### config.mk
export PLATFORM = sky130hd
export DESIGN_NAME = ref_clock_holdover_select
export DESIGN_NICKNAME = d
export VERILOG_FILES = /design/src/ref_holdover_pkg.sv /design/src/holdoff_counter.sv /design/src/sticky_flags.sv /design/src/ref_clock_holdover_select.sv
export VERILOG_INCLUDE_DIRS = /design/src
export SDC_FILE = /design/constraint.sdc
export NUM_CORES = 1
export LEC_CHECK = 0
export ABC_AREA = 1
export BUFFER_PORTS_ARGS = -buffer_cell sky130_fd_sc_hd__buf_2
export CAP_MARGIN = 10
export CORE_MARGIN = 3
export CORE_UTILIZATION = 55
export DETAILED_ROUTE_END_ITERATION = 8
export PLACE_DENSITY = 0.78
export SYNTH_ARGS = -nofsm -noshare
export SYNTH_HDL_FRONTEND = slang
export SYNTH_SLANG_ARGS = --single-unit
### constraint.sdc
create_clock -name clk -period 1.9 [get_ports clk]
set_input_delay 0.095 -clock clk [delete_from_list [all_inputs] [get_ports clk]]
set_output_delay 0.095 -clock clk [all_outputs]
set_load 0.005 [all_outputs]
### src/ref_holdover_regs.svh
// Register map, field positions, reset values for the reference selector.
// Assumes a 4-bit word address and 16-bit register data.
`ifndef REF_HOLDOVER_REGS_SVH
`define REF_HOLDOVER_REGS_SVH
// ----------------------------------------
// Offsets
// ----------------------------------------
`define REG_CTRL 4'h0
`define REG_HOLDOFF 4'h1
`define REG_PHASE_WINDOW_THRESHOLD 4'h2
`define REG_STATUS 4'h3
`define REG_LATCHED 4'h4
`define REG_OUT_CFG 4'h5
`define REG_OUT_LVL 4'h6
// ----------------------------------------
// Control fields
// ----------------------------------------
`define CTRL_HO_EN_N 0
`define CTRL_MODE_LO 1
`define CTRL_MODE_HI 2
`define CTRL_REVERTIVE_ENABLE 3
`define CTRL_INT_SEL 4
`define CTRL_SRC_INT 5
`define CTRL_PRIO 6
`define CTRL_RESET 16'h0000
`define HOLDOFF_RESET 16'h0000
`define PHASE_WINDOW_THRESHOLD_RESET 15'h0100
`define OUT_CFG_RESET 16'h0000
`define OUT_LVL_RESET 16'h0000
// ----------------------------------------
// Status fields (same positions in latched register)
// ----------------------------------------
`define ST_ACT0 0
`define ST_ACT1 1
`define ST_LOLV 2
`define ST_LOLF 3
`define REF_VALID_NOW 4
`define ST_HOLD 5
`define SELECTED_INPUT_STATUS 6
`endif

### src/ref_holdover_pkg.sv
// Types shared by the reference selector and its testbench.
// Assumes nothing beyond a SystemVerilog compiler.
package ref_holdover_pkg;
  typedef enum logic [1:0] {
    MODE_MANUAL = 2'b00,
    MODE_AUTO = 2'b01,
    MODE_SHORT = 2'b10,
    MODE_AUTO_HOLD = 2'b11
  } switch_mode_t;
  typedef enum logic {
    ST_TRACK = 1'b0,
    ST_HOLDOVER = 1'b1
  } hold_state_t;
endpackage

### src/holdoff_counter.sv
// Hold-off down-counter with its prescaler.
// Assumes run stays high for a whole holdover episode.
`timescale 1ns/10ps
`default_nettype none
`include "ref_holdover_regs.svh"
module holdoff_counter (
  // Clock and reset
  input wire logic clk,
  input wire logic nrst,
  // Control
  input wire logic run,
  input wire logic [7:0] start_value,
  input wire logic [7:0] prescale,
  // Result
  output logic expire
);
  logic [7:0] presc_ff;
  logic [7:0] cnt_ff;
  logic tick;

  assign tick = run && (presc_ff == prescale);

  // ----------------------------------------
  // Prescaler: one tick every prescale+1 cycles
  // ----------------------------------------
  always_ff @(posedge clk)
  begin
    if (!nrst || !run || tick)
      presc_ff <= 8'h00;
    else
      presc_ff <= presc_ff + 8'h01;
  end

  // ----------------------------------------
  // Down-counter, reloads on expiry
  // ----------------------------------------
  always_ff @(posedge clk)
  begin
    if (!nrst)
    begin
      cnt_ff <= 8'h00;
      expire <= 1'b0;
    end
    else if (!run)
    begin
      cnt_ff <= start_value;
      expire <= 1'b0;
    end
    else if (tick && cnt_ff <= 8'h01)
    begin
      cnt_ff <= start_value;
      expire <= 1'b1;
    end
    else
    begin
      if (tick)
        cnt_ff <= cnt_ff - 8'h01;
      expire <= 1'b0;
    end
  end
endmodule // holdoff_counter
`default_nettype wire

### src/sticky_flags.sv
// Latched fault bits, cleared by writing one.
// Assumes fault is a level, high while the condition lasts.
`timescale 1ns/10ps
`default_nettype none
module sticky_flags #(
  parameter int N = 5
) (
  // Clock and reset
  input wire logic clk,
  input wire logic nrst,
  // Fault levels and clear strobes
  input wire logic [N-1:0] fault,
  input wire logic [N-1:0] clr,
  // Latched faults
  output logic [N-1:0] flag
);
  genvar i;
  generate
    for (i = 0; i < N; i++)
    begin : g_bit
      // Set wins over clear, so a lasting fault survives the clear
      always_ff @(posedge clk)
      begin
        if (!nrst)
          flag[i] <= 1'b0;
        else
          flag[i] <= fault[i] | (flag[i] & ~clr[i]);
      end

    end
  endgenerate
endmodule // sticky_flags
`default_nettype wire

### src/ref_clock_holdover_select.sv
// Reference selection, holdover and lock status for two clock inputs.
// Assumes LOS levels, phase error and divided output clocks are
// synchronous to clk; registers are reached over a plain strobe port.
`timescale 1ns/10ps
`default_nettype none
`include "ref_holdover_regs.svh"
// Operation
// Holdover enable low means manual, reset default
// Manual select from pin or internal bit
// Manual change holds until hold-off expiry
// Manual: holdover flag low during holdover
// Auto-hold LOS: hold, ref invalid, count
// Inputs still monitored and flagged in holdover
// Revalidation during count keeps selection
// Expiry with active valid: keep, leave hold
// Expiry with other valid: switch, leave
// Expiry, none valid: stay in holdover
// Counter expires on transition to zero
// Eight-bit counter, prescaled clock, start value
// Counter reloads start value after expiry
// New LOS only after latched bit cleared
// Counter clocked only during holdover episodes
// Revertive only in auto, higher priority
// Revertive off by default, no switching
// Revertive resumes after holdover episode
// Phase error over threshold means unlocked
// VCXO lock on momentary and latched bits
// Synth lock momentary, sticky, lock pin
// Disabled output holds static level
// Power-down forces outputs off
// Latched bits clear by one, fault persists
// Holdover uses stored tuning word
module ref_clock_holdover_select (
  // Clock and reset
  input wire logic clk,
  input wire logic nrst,
  // Register port
  input wire logic [3:0] reg_addr,
  input wire logic [15:0] reg_wdata,
  input wire logic reg_wr,
  input wire logic reg_rd,
  output logic [15:0] reg_rdata,
  // Input monitors and selection pin
  input wire logic [1:0] input_los,
  input wire logic external_ref_select_pin,
  // PLL observation
  input wire logic [14:0] phase_error,
  input wire logic synth_pll_unlocked,
  input wire logic [15:0] live_tuning_word,
  // Output clock sources from the dividers
  input wire logic [3:0] divided_clock,
  // Results
  output logic selected_input,
  output logic holdover_active,
  output logic lock_out,
  output logic [15:0] tuning_word,
  output logic [3:0] clock_output_pair
);
  import ref_holdover_pkg::*;

  logic [15:0] ctrl_ff;
  logic [15:0] holdoff_ff;
  logic [14:0] phase_window_threshold;
  logic [15:0] out_cfg_ff;
  logic [15:0] out_lvl_ff;
  hold_state_t state_ff;
  logic pending_ff;
  logic ref_valid_now;
  logic holdover_inactive_now;
  logic vcxo_pll_locked_now;
  logic synth_pll_locked_now;
  logic [15:0] held_word_ff;
  logic [4:0] fault;
  logic [4:0] clr;
  logic [4:0] latched;
  logic expire;
  logic holdoff_run;
  logic holdover_mode_enable_n;
  switch_mode_t switch_mode_select;
  logic revertive_enable;
  logic manual_choice;
  logic preferred;
  logic auto_mode;
  logic auto_hold;
  logic [1:0] los_event;
  logic [1:0] input_active_now;
  logic [15:0] status_word;
  logic [15:0] latched_word;

  assign holdover_mode_enable_n = ctrl_ff[`CTRL_HO_EN_N];
  assign switch_mode_select = switch_mode_t'(ctrl_ff[`CTRL_MODE_HI:`CTRL_MODE_LO]);
  assign revertive_enable = ctrl_ff[`CTRL_REVERTIVE_ENABLE];
  assign preferred = ctrl_ff[`CTRL_PRIO];
  // Manual source: internal bit or external pin
  assign manual_choice = ctrl_ff[`CTRL_SRC_INT] ? ctrl_ff[`CTRL_INT_SEL]
                                                : external_ref_select_pin;
  assign auto_hold = holdover_mode_enable_n && (switch_mode_select == MODE_AUTO_HOLD);
  assign auto_mode = holdover_mode_enable_n &&
                     ((switch_mode_select == MODE_AUTO) || auto_hold);
  assign input_active_now = ~input_los;
  // An input raises an event only while its latched LOS bit is clear
  assign los_event = input_los & ~latched[1:0];
  assign holdoff_run = (state_ff == ST_HOLDOVER);

  // ----------------------------------------
  // Configuration registers
  // ----------------------------------------
  always_ff @(posedge clk)
  begin
    if (!nrst)
    begin
      ctrl_ff <= `CTRL_RESET;
      holdoff_ff <= `HOLDOFF_RESET;
      phase_window_threshold <= `PHASE_WINDOW_THRESHOLD_RESET;
      out_cfg_ff <= `OUT_CFG_RESET;
      out_lvl_ff <= `OUT_LVL_RESET;
    end
    else if (reg_wr)
    begin
      case (reg_addr)
        `REG_CTRL: ctrl_ff <= reg_wdata;
        `REG_HOLDOFF: holdoff_ff <= reg_wdata;
        `REG_PHASE_WINDOW_THRESHOLD: phase_window_threshold <= reg_wdata[14:0];
        `REG_OUT_CFG: out_cfg_ff <= reg_wdata;
        `REG_OUT_LVL: out_lvl_ff <= reg_wdata;
        default: ;
      endcase
    end
  end

  // ----------------------------------------
  // Selection state machine
  // ----------------------------------------
  always_ff @(posedge clk)
  begin
    if (!nrst)
    begin
      state_ff <= ST_TRACK;
      selected_input <= 1'b0;
      pending_ff <= 1'b0;
    end
    else
    begin
      case (state_ff)
        ST_TRACK:
        begin
          if (!holdover_mode_enable_n)
          begin
            if (manual_choice != selected_input)
            begin
              state_ff <= ST_HOLDOVER;
              pending_ff <= manual_choice;
            end
          end
          else if (auto_hold && los_event[selected_input])
            state_ff <= ST_HOLDOVER;
          else if (switch_mode_select == MODE_AUTO && input_los[selected_input]
                   && !input_los[~selected_input])
            selected_input <= ~selected_input;
          else if (!holdover_mode_enable_n || switch_mode_select == MODE_SHORT)
            selected_input <= manual_choice;
          else if (auto_mode && revertive_enable && selected_input != preferred
                   && !input_los[preferred])
            selected_input <= preferred;
        end
        ST_HOLDOVER:
        begin
          // Selection frozen until expiry; revertive ignored here
          if (expire)
          begin
            if (!auto_hold)
            begin
              selected_input <= pending_ff;
              state_ff <= ST_TRACK;
            end
            else if (!input_los[selected_input])
              state_ff <= ST_TRACK;
            else if (!input_los[~selected_input])
            begin
              selected_input <= ~selected_input;
              state_ff <= ST_TRACK;
            end
            // Otherwise stay; the counter reloads and runs again
          end
        end
        default: state_ff <= ST_TRACK;
      endcase
    end
  end

  holdoff_counter u_holdoff (
    .clk(clk),
    .nrst(nrst),
    .run(holdoff_run),
    .start_value(holdoff_ff[7:0]),
    .prescale(holdoff_ff[15:8]),
    .expire(expire)
  );

  // ----------------------------------------
  // Momentary status
  // ----------------------------------------
  always_ff @(posedge clk)
  begin
    if (!nrst)
    begin
      ref_valid_now <= 1'b0;
      holdover_inactive_now <= 1'b1;
      vcxo_pll_locked_now <= 1'b0;
      synth_pll_locked_now <= 1'b0;
    end
    else
    begin
      if (auto_hold)
        ref_valid_now <= (state_ff == ST_TRACK) && !los_event[selected_input]
                         || (state_ff == ST_HOLDOVER) && expire
                            && (input_los != 2'b11);
      else
        ref_valid_now <= !input_los[selected_input];
      holdover_inactive_now <= (state_ff != ST_HOLDOVER);
      vcxo_pll_locked_now <= (phase_error <= phase_window_threshold);
      synth_pll_locked_now <= !synth_pll_unlocked;
    end
  end

  // ----------------------------------------
  // Latched status, write one to clear
  // ----------------------------------------
  assign fault = {~ref_valid_now, ~synth_pll_locked_now, ~vcxo_pll_locked_now,
                  input_los};
  assign clr = (reg_wr && reg_addr == `REG_LATCHED) ? reg_wdata[4:0] : 5'h00;

  sticky_flags #(
    .N(5)
  ) u_sticky (
    .clk(clk),
    .nrst(nrst),
    .fault(fault),
    .clr(clr),
    .flag(latched)
  );

  assign status_word = {9'h000, (holdoff_run && !auto_hold) ? pending_ff : selected_input,
                        holdover_inactive_now, ref_valid_now, synth_pll_locked_now,
                        vcxo_pll_locked_now, input_active_now};
  // Latched bits read in the active sense: one means no fault seen
  assign latched_word = {11'h000, ~latched};

  // ----------------------------------------
  // Read port, data one cycle after the strobe
  // ----------------------------------------
  always_ff @(posedge clk)
  begin
    if (!nrst)
      reg_rdata <= 16'h0000;
    else if (reg_rd)
    begin
      case (reg_addr)
        `REG_CTRL: reg_rdata <= ctrl_ff;
        `REG_HOLDOFF: reg_rdata <= holdoff_ff;
        `REG_PHASE_WINDOW_THRESHOLD: reg_rdata <= {1'b0, phase_window_threshold};
        `REG_STATUS: reg_rdata <= status_word;
        `REG_LATCHED: reg_rdata <= latched_word;
        `REG_OUT_CFG: reg_rdata <= out_cfg_ff;
        `REG_OUT_LVL: reg_rdata <= out_lvl_ff;
        default: reg_rdata <= 16'h0000;
      endcase
    end
    else
      reg_rdata <= 16'h0000;
  end

  // ----------------------------------------
  // Pin outputs and holdover tuning word
  // ----------------------------------------
  always_ff @(posedge clk)
  begin
    if (!nrst)
    begin
      holdover_active <= 1'b0;
      lock_out <= 1'b0;
    end
    else
    begin
      holdover_active <= (state_ff == ST_HOLDOVER);
      lock_out <= vcxo_pll_locked_now && synth_pll_locked_now;
    end
  end

  // Stored word tracks the loop only outside holdover, in ST_TRACK
  always_ff @(posedge clk)
  begin
    if (!nrst)
    begin
      held_word_ff <= 16'h0000;
      tuning_word <= 16'h0000;
    end
    else
    begin
      if (state_ff == ST_TRACK)
        held_word_ff <= live_tuning_word;
      tuning_word <= (state_ff == ST_HOLDOVER) ? held_word_ff : live_tuning_word;
    end
  end

  // Config: [3:0] enable, [7:4] output power-down, [9:8] channel power-down
  genvar q;
  generate
    for (q = 0; q < 4; q++)
    begin : g_out
      always_ff @(posedge clk)
      begin
        if (!nrst)
          clock_output_pair[q] <= 1'b0;
        else if (out_cfg_ff[4 + q] || out_cfg_ff[8 + q / 2])
          clock_output_pair[q] <= 1'b0;
        else if (!out_cfg_ff[q])
          clock_output_pair[q] <= out_lvl_ff[q];
        else
          clock_output_pair[q] <= divided_clock[q];
      end
    end
  endgenerate
endmodule // ref_clock_holdover_select
`default_nettype wire

==> results of run 1 <==
cells by family (layout without fill, tap and decap cells):
family / Yosys count / count (layout) / share of synthesized area
compound gates: 245 / 245 / 0.205
flops: 146 / 146 / 0.452
buf+inv: 164 / 296 / 0.103
fa+ha+maj: 18 / 18 / 0.0348
simple gates: 279 / 279 / 0.189
xor+xnor: 12 / 12 / 0.0163
worst max-delay path, stage by stage, from the launching register on:
cell	delay [ns]
dfxtp_1	0.31
inv_1	0.11
ha_1	0.26
nor2_1	0.08
nor3_2	0.21
nand3_2	0.26
nand2_2	0.20
nand2_1	0.06
nand3_1	0.08
nand2_1	0.05
layout make-up:
class | count | area [um2] | area share
multi-input combinational | 554 | 2880 | 0.360
clock inverter | 12 | 203 | 0.0254
clock buffer | 20 | 457 | 0.0571
tap | 140 | 175 | 0.0219
inverter | 121 | 454 | 0.0568
sequential | 146 | 2920 | 0.366
timing repair buffer | 143 | 903 | 0.113
registers in the layout, summed over array words and instances (netlist names), 4 cells and up:
register and count:
phase_window_threshold 15, u_sticky.flag 5, u_holdoff.presc_ff 8, u_holdoff.cnt_ff 8
ctrl_ff 16, holdoff_ff 16, reg_rdata 16, out_lvl_ff 16
held_word_ff 16, out_cfg_ff 16, clock_output_pair 4
final timing paths:
check / slack [ns] / depth (start not counted) / from / to
worst max register to register: 0.17 / 9 / u_holdoff.cnt_ff[1] / u_holdoff.cnt_ff[4]
worst max-delay path: 0.17 / 9 / u_holdoff.cnt_ff[1] / u_holdoff.cnt_ff[4]
worst min-delay path: -0.0002 / 3 / reg_wdata[13] / out_lvl_ff[13]
worst min register to register: 0.44 / 2 / held_word_ff[3] / held_word_ff[3]
power by group through the flow:
stage	registers, uW	logic, uW	clock network [uW]
2_1_floorplan	3320	631	0
3_3_place_gp	3340	899	0
3_5_place_dp	3340	912	0
4_1_cts	3280	962	3720
5_1_grt	3290	1100	3860
6_report	3280	973	3710
layer usage:
| metal | global-route usage | up-vias | part of all wire | wire, um |
|---|---|---|---|---|
| met3 | 0.0629 | 32 | 0.080 | 1420 |
| met1 | 0.364 | 2824 | 0.42 | 7480 |
| met4 | 0.0918 | 0 | 0.021 | 378 |
| met2 | 0.449 | 245 | 0.47 | 8380 |
| li1 | - | 3116 | - | - |
| met5 | 0 | - | 0 | 0 |
stage by stage:
stage / instance area (um2) / utilization / instances / setup WS [ns]
floorplan: 6460 / - / 864 / 0.490
global placement: 7100 / 0.635 / 1081 / 0.262
detailed placement: 7100 / 0.635 / 1081 / 0.157
CTS: 7990 / 0.715 / 1136 / 0.133
global route: 7990 / 0.715 / 1136 / 0.0101
finish: 7990 / 0.715 / 1136 / 0.169
what timing repair did:
item | in CTS | in global routing
endpoints found under the setup margin | 0 | 6
resized for setup | 0 | 1
hold endpoints to repair | 25 | 0
hold buffers | 23 | 0
synthesized netlist by cell type (all sizes together) (7+ instances only):
cell type	count	area, um2
buf	31	168
nand3	59	300
a21oi	100	512
nor2	60	245
clkbuf	12	45.0
inv	120	450
nor4	8	50.1
nor3	7	40.0
o21ai	94	470
ha	18	225
nand2	139	544
a211oi	9	67.6
dfxtp	146	2920
o22ai	35	219
==> metrics.txt, run 1 <==
Setup Fix Bufs, Post-CTS 0; count of different cell masters after synthesis 35; Seq pwr share 0.412; LEAKAGE 0.00349 uW; routed len/inst around 16 um; final setup skew about 0.01 ns; Clk pwr share 0.466; Post-synth EDFFs 0; vias per cell 5.47; row cnt 38; proportion of layout cells with a drive suffix above 1 0.185; GRT overflow 0; VDD IR max 0.000849 V; RePlAce Congestion just under 0.9; Die Y 114 um; Fin. Hold Viols 1; most frequent cells in the layout dfxtp_1, nand2_1, inv_1; Critical Path AT about 2.0 ns; die area between 0.01 and 0.015 mm2; minimum clock period around 1.7 ns; Slew @ Worst Pin about 0.64 ns; DR iter-0 viols 639; # setup viols final 0; post-synthesis sequential area ratio 0.452; Logic pwr share 0.122; min-delay worst type input port to flip-flop; Root Buffer clkbuf_16; max-cap viol count 0; Syn Inst Count around 860; WP data required about 2.2 ns; FF+latch count, synth around 150; DR pass1 iterations 8; crit-path max FO 12; Area Growth Syn to Fin 23.6%; WHS -0.000244 ns; TritonCTS buffer count 17; ys async rst share 0; Final ANT Viol Nets 0; Clock Latency Late Sink roughly 0.42 ns; number of vias in the routed layout slightly above 6,000; clock sinks between 100 and 150; RSZ-0062 raised after global routing false; Net Switching a little under 2000 uW; status complete, but fails checks; Remaining DRCs 0; core area ~0.011 mm2; initial antenna violation count 0; mean post-synth cell area roughly 7.5 um2; Clock transition at path regs 0.06 ns; Worst setup EP type flip-flop; cell area power density 997 mW/mm2; max_slew headroom 0.570; FMAX about 0.58 GHz; final worst path period share 0.911; syn nets between 900 and 1,000; synthesized cell area ~0.0065 mm2; GR Util All Layers 0.276; Post-DP HPWL roughly 12 mm; yosys warns 0; commonest non-fill, non-tap cell in the layout dfxtp_1; final wirelength between 15 and 20 mm; ant diodes 0; nets 1,064; Chip Width 114 um; total power between 7000 and 8000 uW; CTS tree yes; Synth Flop Type dfxtp_1; crit start category flip-flop; largest net degree at the start of global routing 56; failing checks negative hold slack; Initial Util 0.578; Max Root-Sink Buffers 2; Net Sw Frac 0.249; port bufs ~100; vias in the first global route between 5,000 and 6,000; global-route wire length before repair about 28 mm; number of H-tree levels 4; # fillers between 800 and 900; io pins 102; Power Internal between 5000 and 6000 uW; CP Class flip-flop to flip-flop; setup TNS 0 ns; Slew Limit Fails 0
Power figures use the tool's default switching activity.
==> run 2, diff against run 1 <==
--- a/config.mk
+++ b/config.mk
@@ -6,7 +6,6 @@
 export SDC_FILE = /design/constraint.sdc
 export NUM_CORES = 1
 export LEC_CHECK = 0
-export ABC_AREA = 1
 export BUFFER_PORTS_ARGS = -buffer_cell sky130_fd_sc_hd__buf_2
 export CAP_MARGIN = 10
 export CORE_MARGIN = 3
==> run 2 against run 1 <==
Effect of this change: the run now ends clean; register-to-register slack got worse by 0.10 ns; non-clock buffer count rose by 37; maximum frequency fell by 5.4%; critical path type unchanged; largest power group unchanged; final cell count fell by 2.6%; die area rose by 1.0%; critical path depth fell by 5; sequential cell count did not move; clock skew barely moved; clock-buffer cell count fell by 2.
==> metrics.txt, run 2 <==
mean post-synth cell area 8.16 um2 (was 7.48 um2); FF+latch count, synth 146 (unchanged); Post-DP HPWL 13.6 mm (was 11.8 mm); synthesized cell area 0.00653 mm2 (was 0.00646 mm2); Remaining DRCs 0 (unchanged); core area 0.0115 mm2 (was 0.0112 mm2); number of H-tree levels 4 (unchanged); CTS tree yes (unchanged); Fin. Hold Viols 0 (was 1); placed cells 1,039 (was 1,081); Clock transition at path regs 0.06 ns (about the same); commonest cells in the netlist nand2_1, dfxtp_1, a21oi_1 (was dfxtp_1, nand2_1, inv_1); port bufs 101 (unchanged); proportion of layout cells with a drive suffix above 1 0.200 (was 0.185); Post-synth EDFFs 0 (unchanged); GRT overflow 0 (unchanged); max_slew headroom 0.553 (was 0.570); met2 Use GR 0.506 (was 0.449); RePlAce Congestion 0.930 (was 0.890); TritonCTS buffer count 17 (unchanged); CP Class flip-flop to flip-flop (unchanged); crit-path max FO 7 (was 12); met1 Use GR 0.370 (was 0.364); crit start category flip-flop (unchanged); # setup viols final 0 (unchanged); nets 1,031 (was 1,064); global-route wire length before repair 31.3 mm (was 28.5 mm); DR iter-0 viols 815 (was 639); min-delay worst type input port to flip-flop (unchanged); final worst path period share 0.963 (was 0.911); VDD IR max 0.000869 V (was 0.000849 V); post-placement setup slack 0.0335 ns (was 0.157 ns); Worst Setup SP ctrl_ff[0] (was u_holdoff.cnt_ff[1]); vias per cell 5.92 (was 5.47); Root Buffer clkbuf_16 (unchanged); final cell count without fillers 1,106 (was 1,136); final setup skew 0.00971 ns (was 0.0101 ns); number of vias in the routed layout 6,542 (was 6,217); initial antenna violation count 0 (unchanged); row cnt 39 (was 38); Initial Util 0.567 (was 0.578); most frequent cells in the layout nand2_1, dfxtp_1, buf_2 (was dfxtp_1, nand2_1, inv_1); Final ANT Viol Nets 0 (unchanged); Final Util 0.730 (was 0.715); setup TNS 0 ns (unchanged); count leader, synth nand2_1 (was dfxtp_1); minimum clock period 1.83 ns (was 1.73 ns); Die Y 115 um (was 114 um); final wirelength 19.4 mm (was 17.6 mm); final worst slack 0.0695 ns (was 0.169 ns); syn nets 882 (was 945); largest net degree at the start of global routing 85 (was 56); io pins 102 (unchanged); Max Root-Sink Buffers 2 (unchanged); vias in the first global route 6,385 (was 5,738); die area 0.0132 mm2 (was 0.0131 mm2); Area Growth Syn to Fin 28.6% (was 23.6%); Slew @ Worst Pin 0.665 ns (was 0.644 ns); Clock Latency Late Sink 0.43 ns (was 0.42 ns); RR Startpoint ctrl_ff[0] (was u_holdoff.cnt_ff[1]); WP data required 2.21 ns (about the same); clock sinks 146 (unchanged); FMAX 0.546 GHz (was 0.578 GHz); ant diodes 0 (unchanged); Worst setup EP type flip-flop (unchanged); Critical Path AT 2.14 ns (was 2.04 ns); max-cap viol count 0 (unchanged); commonest non-fill, non-tap cell in the layout nand2_1 (was dfxtp_1); cell area power density 922 mW/mm2 (was 997 mW/mm2); DR pass1 iterations 8 (unchanged); count of different cell masters after synthesis 60 (was 35); met3 GRT Util 0.0674 (was 0.0629); hold_sp input_los[1] (was reg_wdata[13]); GR Util All Layers 0.301 (was 0.276); routed len/inst 17.6 um (was 15.5 um); ys async rst share 0 (unchanged); busiest grt layer met2 (unchanged); Synth Flop Type dfxtp_1 (unchanged); synth top area cells dfxtp_1, nand2_1, a21oi_1 (unchanged); Slew Limit Fails 0 (unchanged); RSZ-0062 raised after global routing false (unchanged); Syn Inst Count 801 (was 864); post-synthesis sequential area ratio 0.447 (was 0.452); Chip Width 115 um (was 114 um); yosys warns 0 (unchanged); status finished, final reports clean (was complete, but fails checks); LEAKAGE 0.00335 uW (was 0.00349 uW); top cell type by total area after synthesis dfxtp_1 (unchanged); Yosys top cell area share 0.447 (was 0.452)
## run 2: where the power goes
group          internal [uW]  switching [uW]  total [uW]
clock network           2460            1280        3740
registers               3150            67.4        3210
logic                    346             443         789
## run 2: per-stage QoR
step | total power [uW] | cell area [um2] | hold slack (ns)
2_1_floorplan | 3680 | 6530 | 0.162
3_3_place_gp | 3960 | 7370 | 0.246
3_5_place_dp | 3980 | 7370 | 0.252
4_1_cts | 7740 | 8390 | 0.000488
5_1_grt | 7990 | 8400 | 0.0322
6_report | 7740 | 8400 | 0.0162
## run 2: cell type report
type | instances | area, um2
Sequential cell | 146 | 2930
Multi-Input combinational cell | 582 | 3350
Clock inverter | 14 | 235
Inverter | 23 | 86.3
Timing Repair Buffer | 180 | 1200
Tap cell | 143 | 179
Clock buffer | 18 | 429
Fill cell | 821 | 3110
## run 2: what timing repair did
action,CTS,global route
buffers inserted,0,0
pin swaps,0,0
hold buffers,35,0
hold endpoints to repair,95,0
resized for setup,1,4
endpoints found under the setup margin,1,4
cloned,0,0
## run 2: worst paths after layout
check / end / slack (ns) / depth (start not counted)
max: selected_input / 0.07 / 4
min: u_sticky.flag[1] / 0.02 / 3
min reg2reg: u_sticky.flag[4] / 0.45 / 2
max reg2reg: selected_input / 0.07 / 4
## run 2: kinds of logic after synthesis
logic type	Yosys count	synth area share
muxes	33	0.0511
and+or+nand+nor	332	0.223
adders and majority gates	18	0.0345
buffers and inverters	73	0.0439
xor gates and xnor gates	15	0.0201
AOI/OAI and AO/OA	184	0.180
DFF	146	0.447
## run 2: metal layers
layer  vias up  share of wire
met1      3076           0.41
met4         0          0.025
met2       333           0.49
met5         -              0
li1       3089              -
met3        44          0.077
## run 2: critical path: stages (launching register included)
cell	delay [ns]
dfxtp_1	0.50
nand3_1	0.27
o311ai_0	0.51
a32oi_1	0.12
mux2_2	0.31
==> run 3, diff against run 2 <==
==> constraint.sdc (replaced) <==
create_clock -name clk -period 2.26 [get_ports clk]
set_input_delay 0.113 -clock clk [delete_from_list [all_inputs] [get_ports clk]]
set_output_delay 0.113 -clock clk [all_outputs]
set_load 0.005 [all_outputs]
==> run 3 against run 2 <==
Effect of this change: die area did not move; sequential cell count unchanged; sequential share of layout area increased by 0.72 points; largest cell class unchanged; highest routed layer unchanged.
==> metrics.txt, run 3 (synthesis results as in run 2) <==
met3 wire len 1.29 mm (was 1.50 mm); min-delay worst type input port to flip-flop (unchanged); io pins 102 (unchanged); status finished, final reports clean (unchanged); TritonCTS buffer count 17 (unchanged); DR pass1 iterations 7 (was 8); Remaining DRCs 0 (unchanged); DR iter-0 viols 703 (was 815); global-route wire length before repair 30.6 mm (was 31.3 mm); final worst path period share 0.886 (was 0.963); Final ANT Viol Nets 0 (unchanged); row cnt 39 (unchanged); VDD IR max 0.000508 V (was 0.000869 V); nets 1,009 (was 1,031); commonest non-fill, non-tap cell in the layout nand2_1 (unchanged); final setup skew 0.00624 ns (was 0.00971 ns); R2R cell count 5 (was 4); Slew Limit Fails 0 (unchanged); number of vias in the routed layout 6,424 (was 6,542); CTS tree yes (unchanged); Crit-path slowest cell dfxtp_1 (was o311ai_0); GR Util All Layers 0.292 (was 0.301); most frequent cells in the layout nand2_1, dfxtp_1, buf_2 (unchanged); initial antenna violation count 0 (unchanged); WP data required 2.57 ns (was 2.21 ns); worst reg-to-reg setup slack 0.26 ns (was 0.07 ns); crit-path max cell delay 0.61 ns (was 0.51 ns); GRT overflow 0 (unchanged); # setup viols final 0 (unchanged); max_slew headroom 0.576 (was 0.553); largest net degree at the start of global routing 65 (was 85); number of H-tree levels 4 (unchanged); Root Buffer clkbuf_16 (unchanged); WHS Endpoint clock_output_pair[0] (was u_sticky.flag[1]); core area 0.0115 mm2 (unchanged); # fillers 887 (was 821); Min-Delay Path Depth 3 (unchanged); area post-placement 0.00723 mm2 (was 0.00737 mm2); Area Growth Syn to Fin 25.9% (was 28.6%); clock sinks 146 (unchanged); routed len/inst 17.3 um (was 17.6 um); Chip Width 115 um (unchanged); vias in the first global route 6,100 (was 6,385); max layer used met4 (unchanged); die area 0.0132 mm2 (unchanged); ant diodes 0 (unchanged); port bufs 101 (unchanged); RePlAce Congestion 0.937 (was 0.930); vias per cell 5.93 (was 5.92); WHS 0.0199 ns (was 0.0162 ns); cell area power density 795 mW/mm2 (was 922 mW/mm2); Die Y 115 um (unchanged); worst path cell trace nor3b_1 -> a311oi_1 -> o211ai_1 -> a32oi_1 -> mux2_2 (was nand3_1 -> o311ai_0 -> a32oi_1 -> mux2_2); Initial Util 0.567 (unchanged); final wirelength 18.8 mm (was 19.4 mm); RR Startpoint selected_input (was ctrl_ff[0]); Clock transition at path regs 0.06 ns (about the same); M1 WL 7.90 mm (about the same); Final Util 0.714 (was 0.730); Post-DP HPWL 13.1 mm (was 13.6 mm); wire length on met2 9.25 mm (was 9.55 mm); minimum clock period 2.00 ns (was 1.83 ns); Critical Path AT 2.31 ns (was 2.14 ns); Clock Latency Late Sink 0.42 ns (was 0.43 ns); Fin. Hold Viols 0 (unchanged); Slew @ Worst Pin 0.633 ns (was 0.665 ns); post-placement setup slack 0.345 ns (was 0.0335 ns); crit start category flip-flop (unchanged); crit-path max FO 14 (was 7); max-cap viol count 0 (unchanged); Worst setup EP type flip-flop (unchanged); final worst slack 0.258 ns (was 0.0695 ns); CP Class flip-flop to flip-flop (unchanged); RR Endpoint selected_input (unchanged); setup TNS 0 ns (unchanged); FMAX 0.500 GHz (was 0.546 GHz); LEAKAGE 0.00325 uW (was 0.00335 uW); post-route cell area 0.00823 mm2 (was 0.00840 mm2); RSZ-0062 raised after global routing false (unchanged); Max Root-Sink Buffers 2 (unchanged); proportion of layout cells with a drive suffix above 1 0.181 (was 0.200); hold_sp divided_clock[0] (was input_los[1])
-- run 3: layout make-up --
cell class | instances | area, um2 | area share
inverter | 23 | 86.3 | 0.0105
clock buffer | 22 | 484 | 0.0589
sequential | 146 | 2920 | 0.355
timing repair buffer | 158 | 1020 | 0.124
clock inverter | 9 | 200 | 0.0243
tap | 143 | 179 | 0.0217
multi-input combinational | 582 | 3330 | 0.405
-- run 3: repair_timing --
item | 4_1_cts | 5_1_grt
endpoints found under the hold margin | 73 | 0
setup buffers | 0 | 0
resized for setup | 0 | 0
hold buffers | 31 | 0
-- run 3: worst max-delay path by stage --
stage                               end  slack (ns)           startpoint
floorplan           u_holdoff.cnt_ff[2]        0.48  u_holdoff.cnt_ff[4]
global placement    u_holdoff.cnt_ff[2]        0.43          holdoff_run
detailed placement  u_holdoff.cnt_ff[2]        0.34          holdoff_run
CTS                      selected_input        0.29       selected_input
global route             selected_input        0.11       selected_input
finish                   selected_input        0.26       selected_input
-- run 3: report_power, final --
group | switching, uW | internal [uW] | total, uW
logic | 350 | 268 | 617
clock network | 1030 | 2180 | 3210
registers | 64.9 | 2650 | 2710
-- run 3: metal layers --
layer,track usage,vias to the layer above
met5,0,-
met4,0.110,0
met3,0.0632,28
met2,0.482,312
met1,0.377,3032
li1,-,3052
-- run 3: through the flow --
stage / power (uW) / std cells
2_1_floorplan: 3100 / 801
3_3_place_gp: 3310 / 1021
3_5_place_dp: 3320 / 1021
4_1_cts: 6550 / 1083
5_1_grt: 6770 / 1083
6_report: 6540 / 1083
-- run 3: critical path, delay by kind of cell, from the launching register on --
kind	cells	cell delay [ns]
muxes	1	0.36
AOI/OAI and AO/OA	3	0.80
DFF	1	0.61
and+or+nand+nor	1	0.12
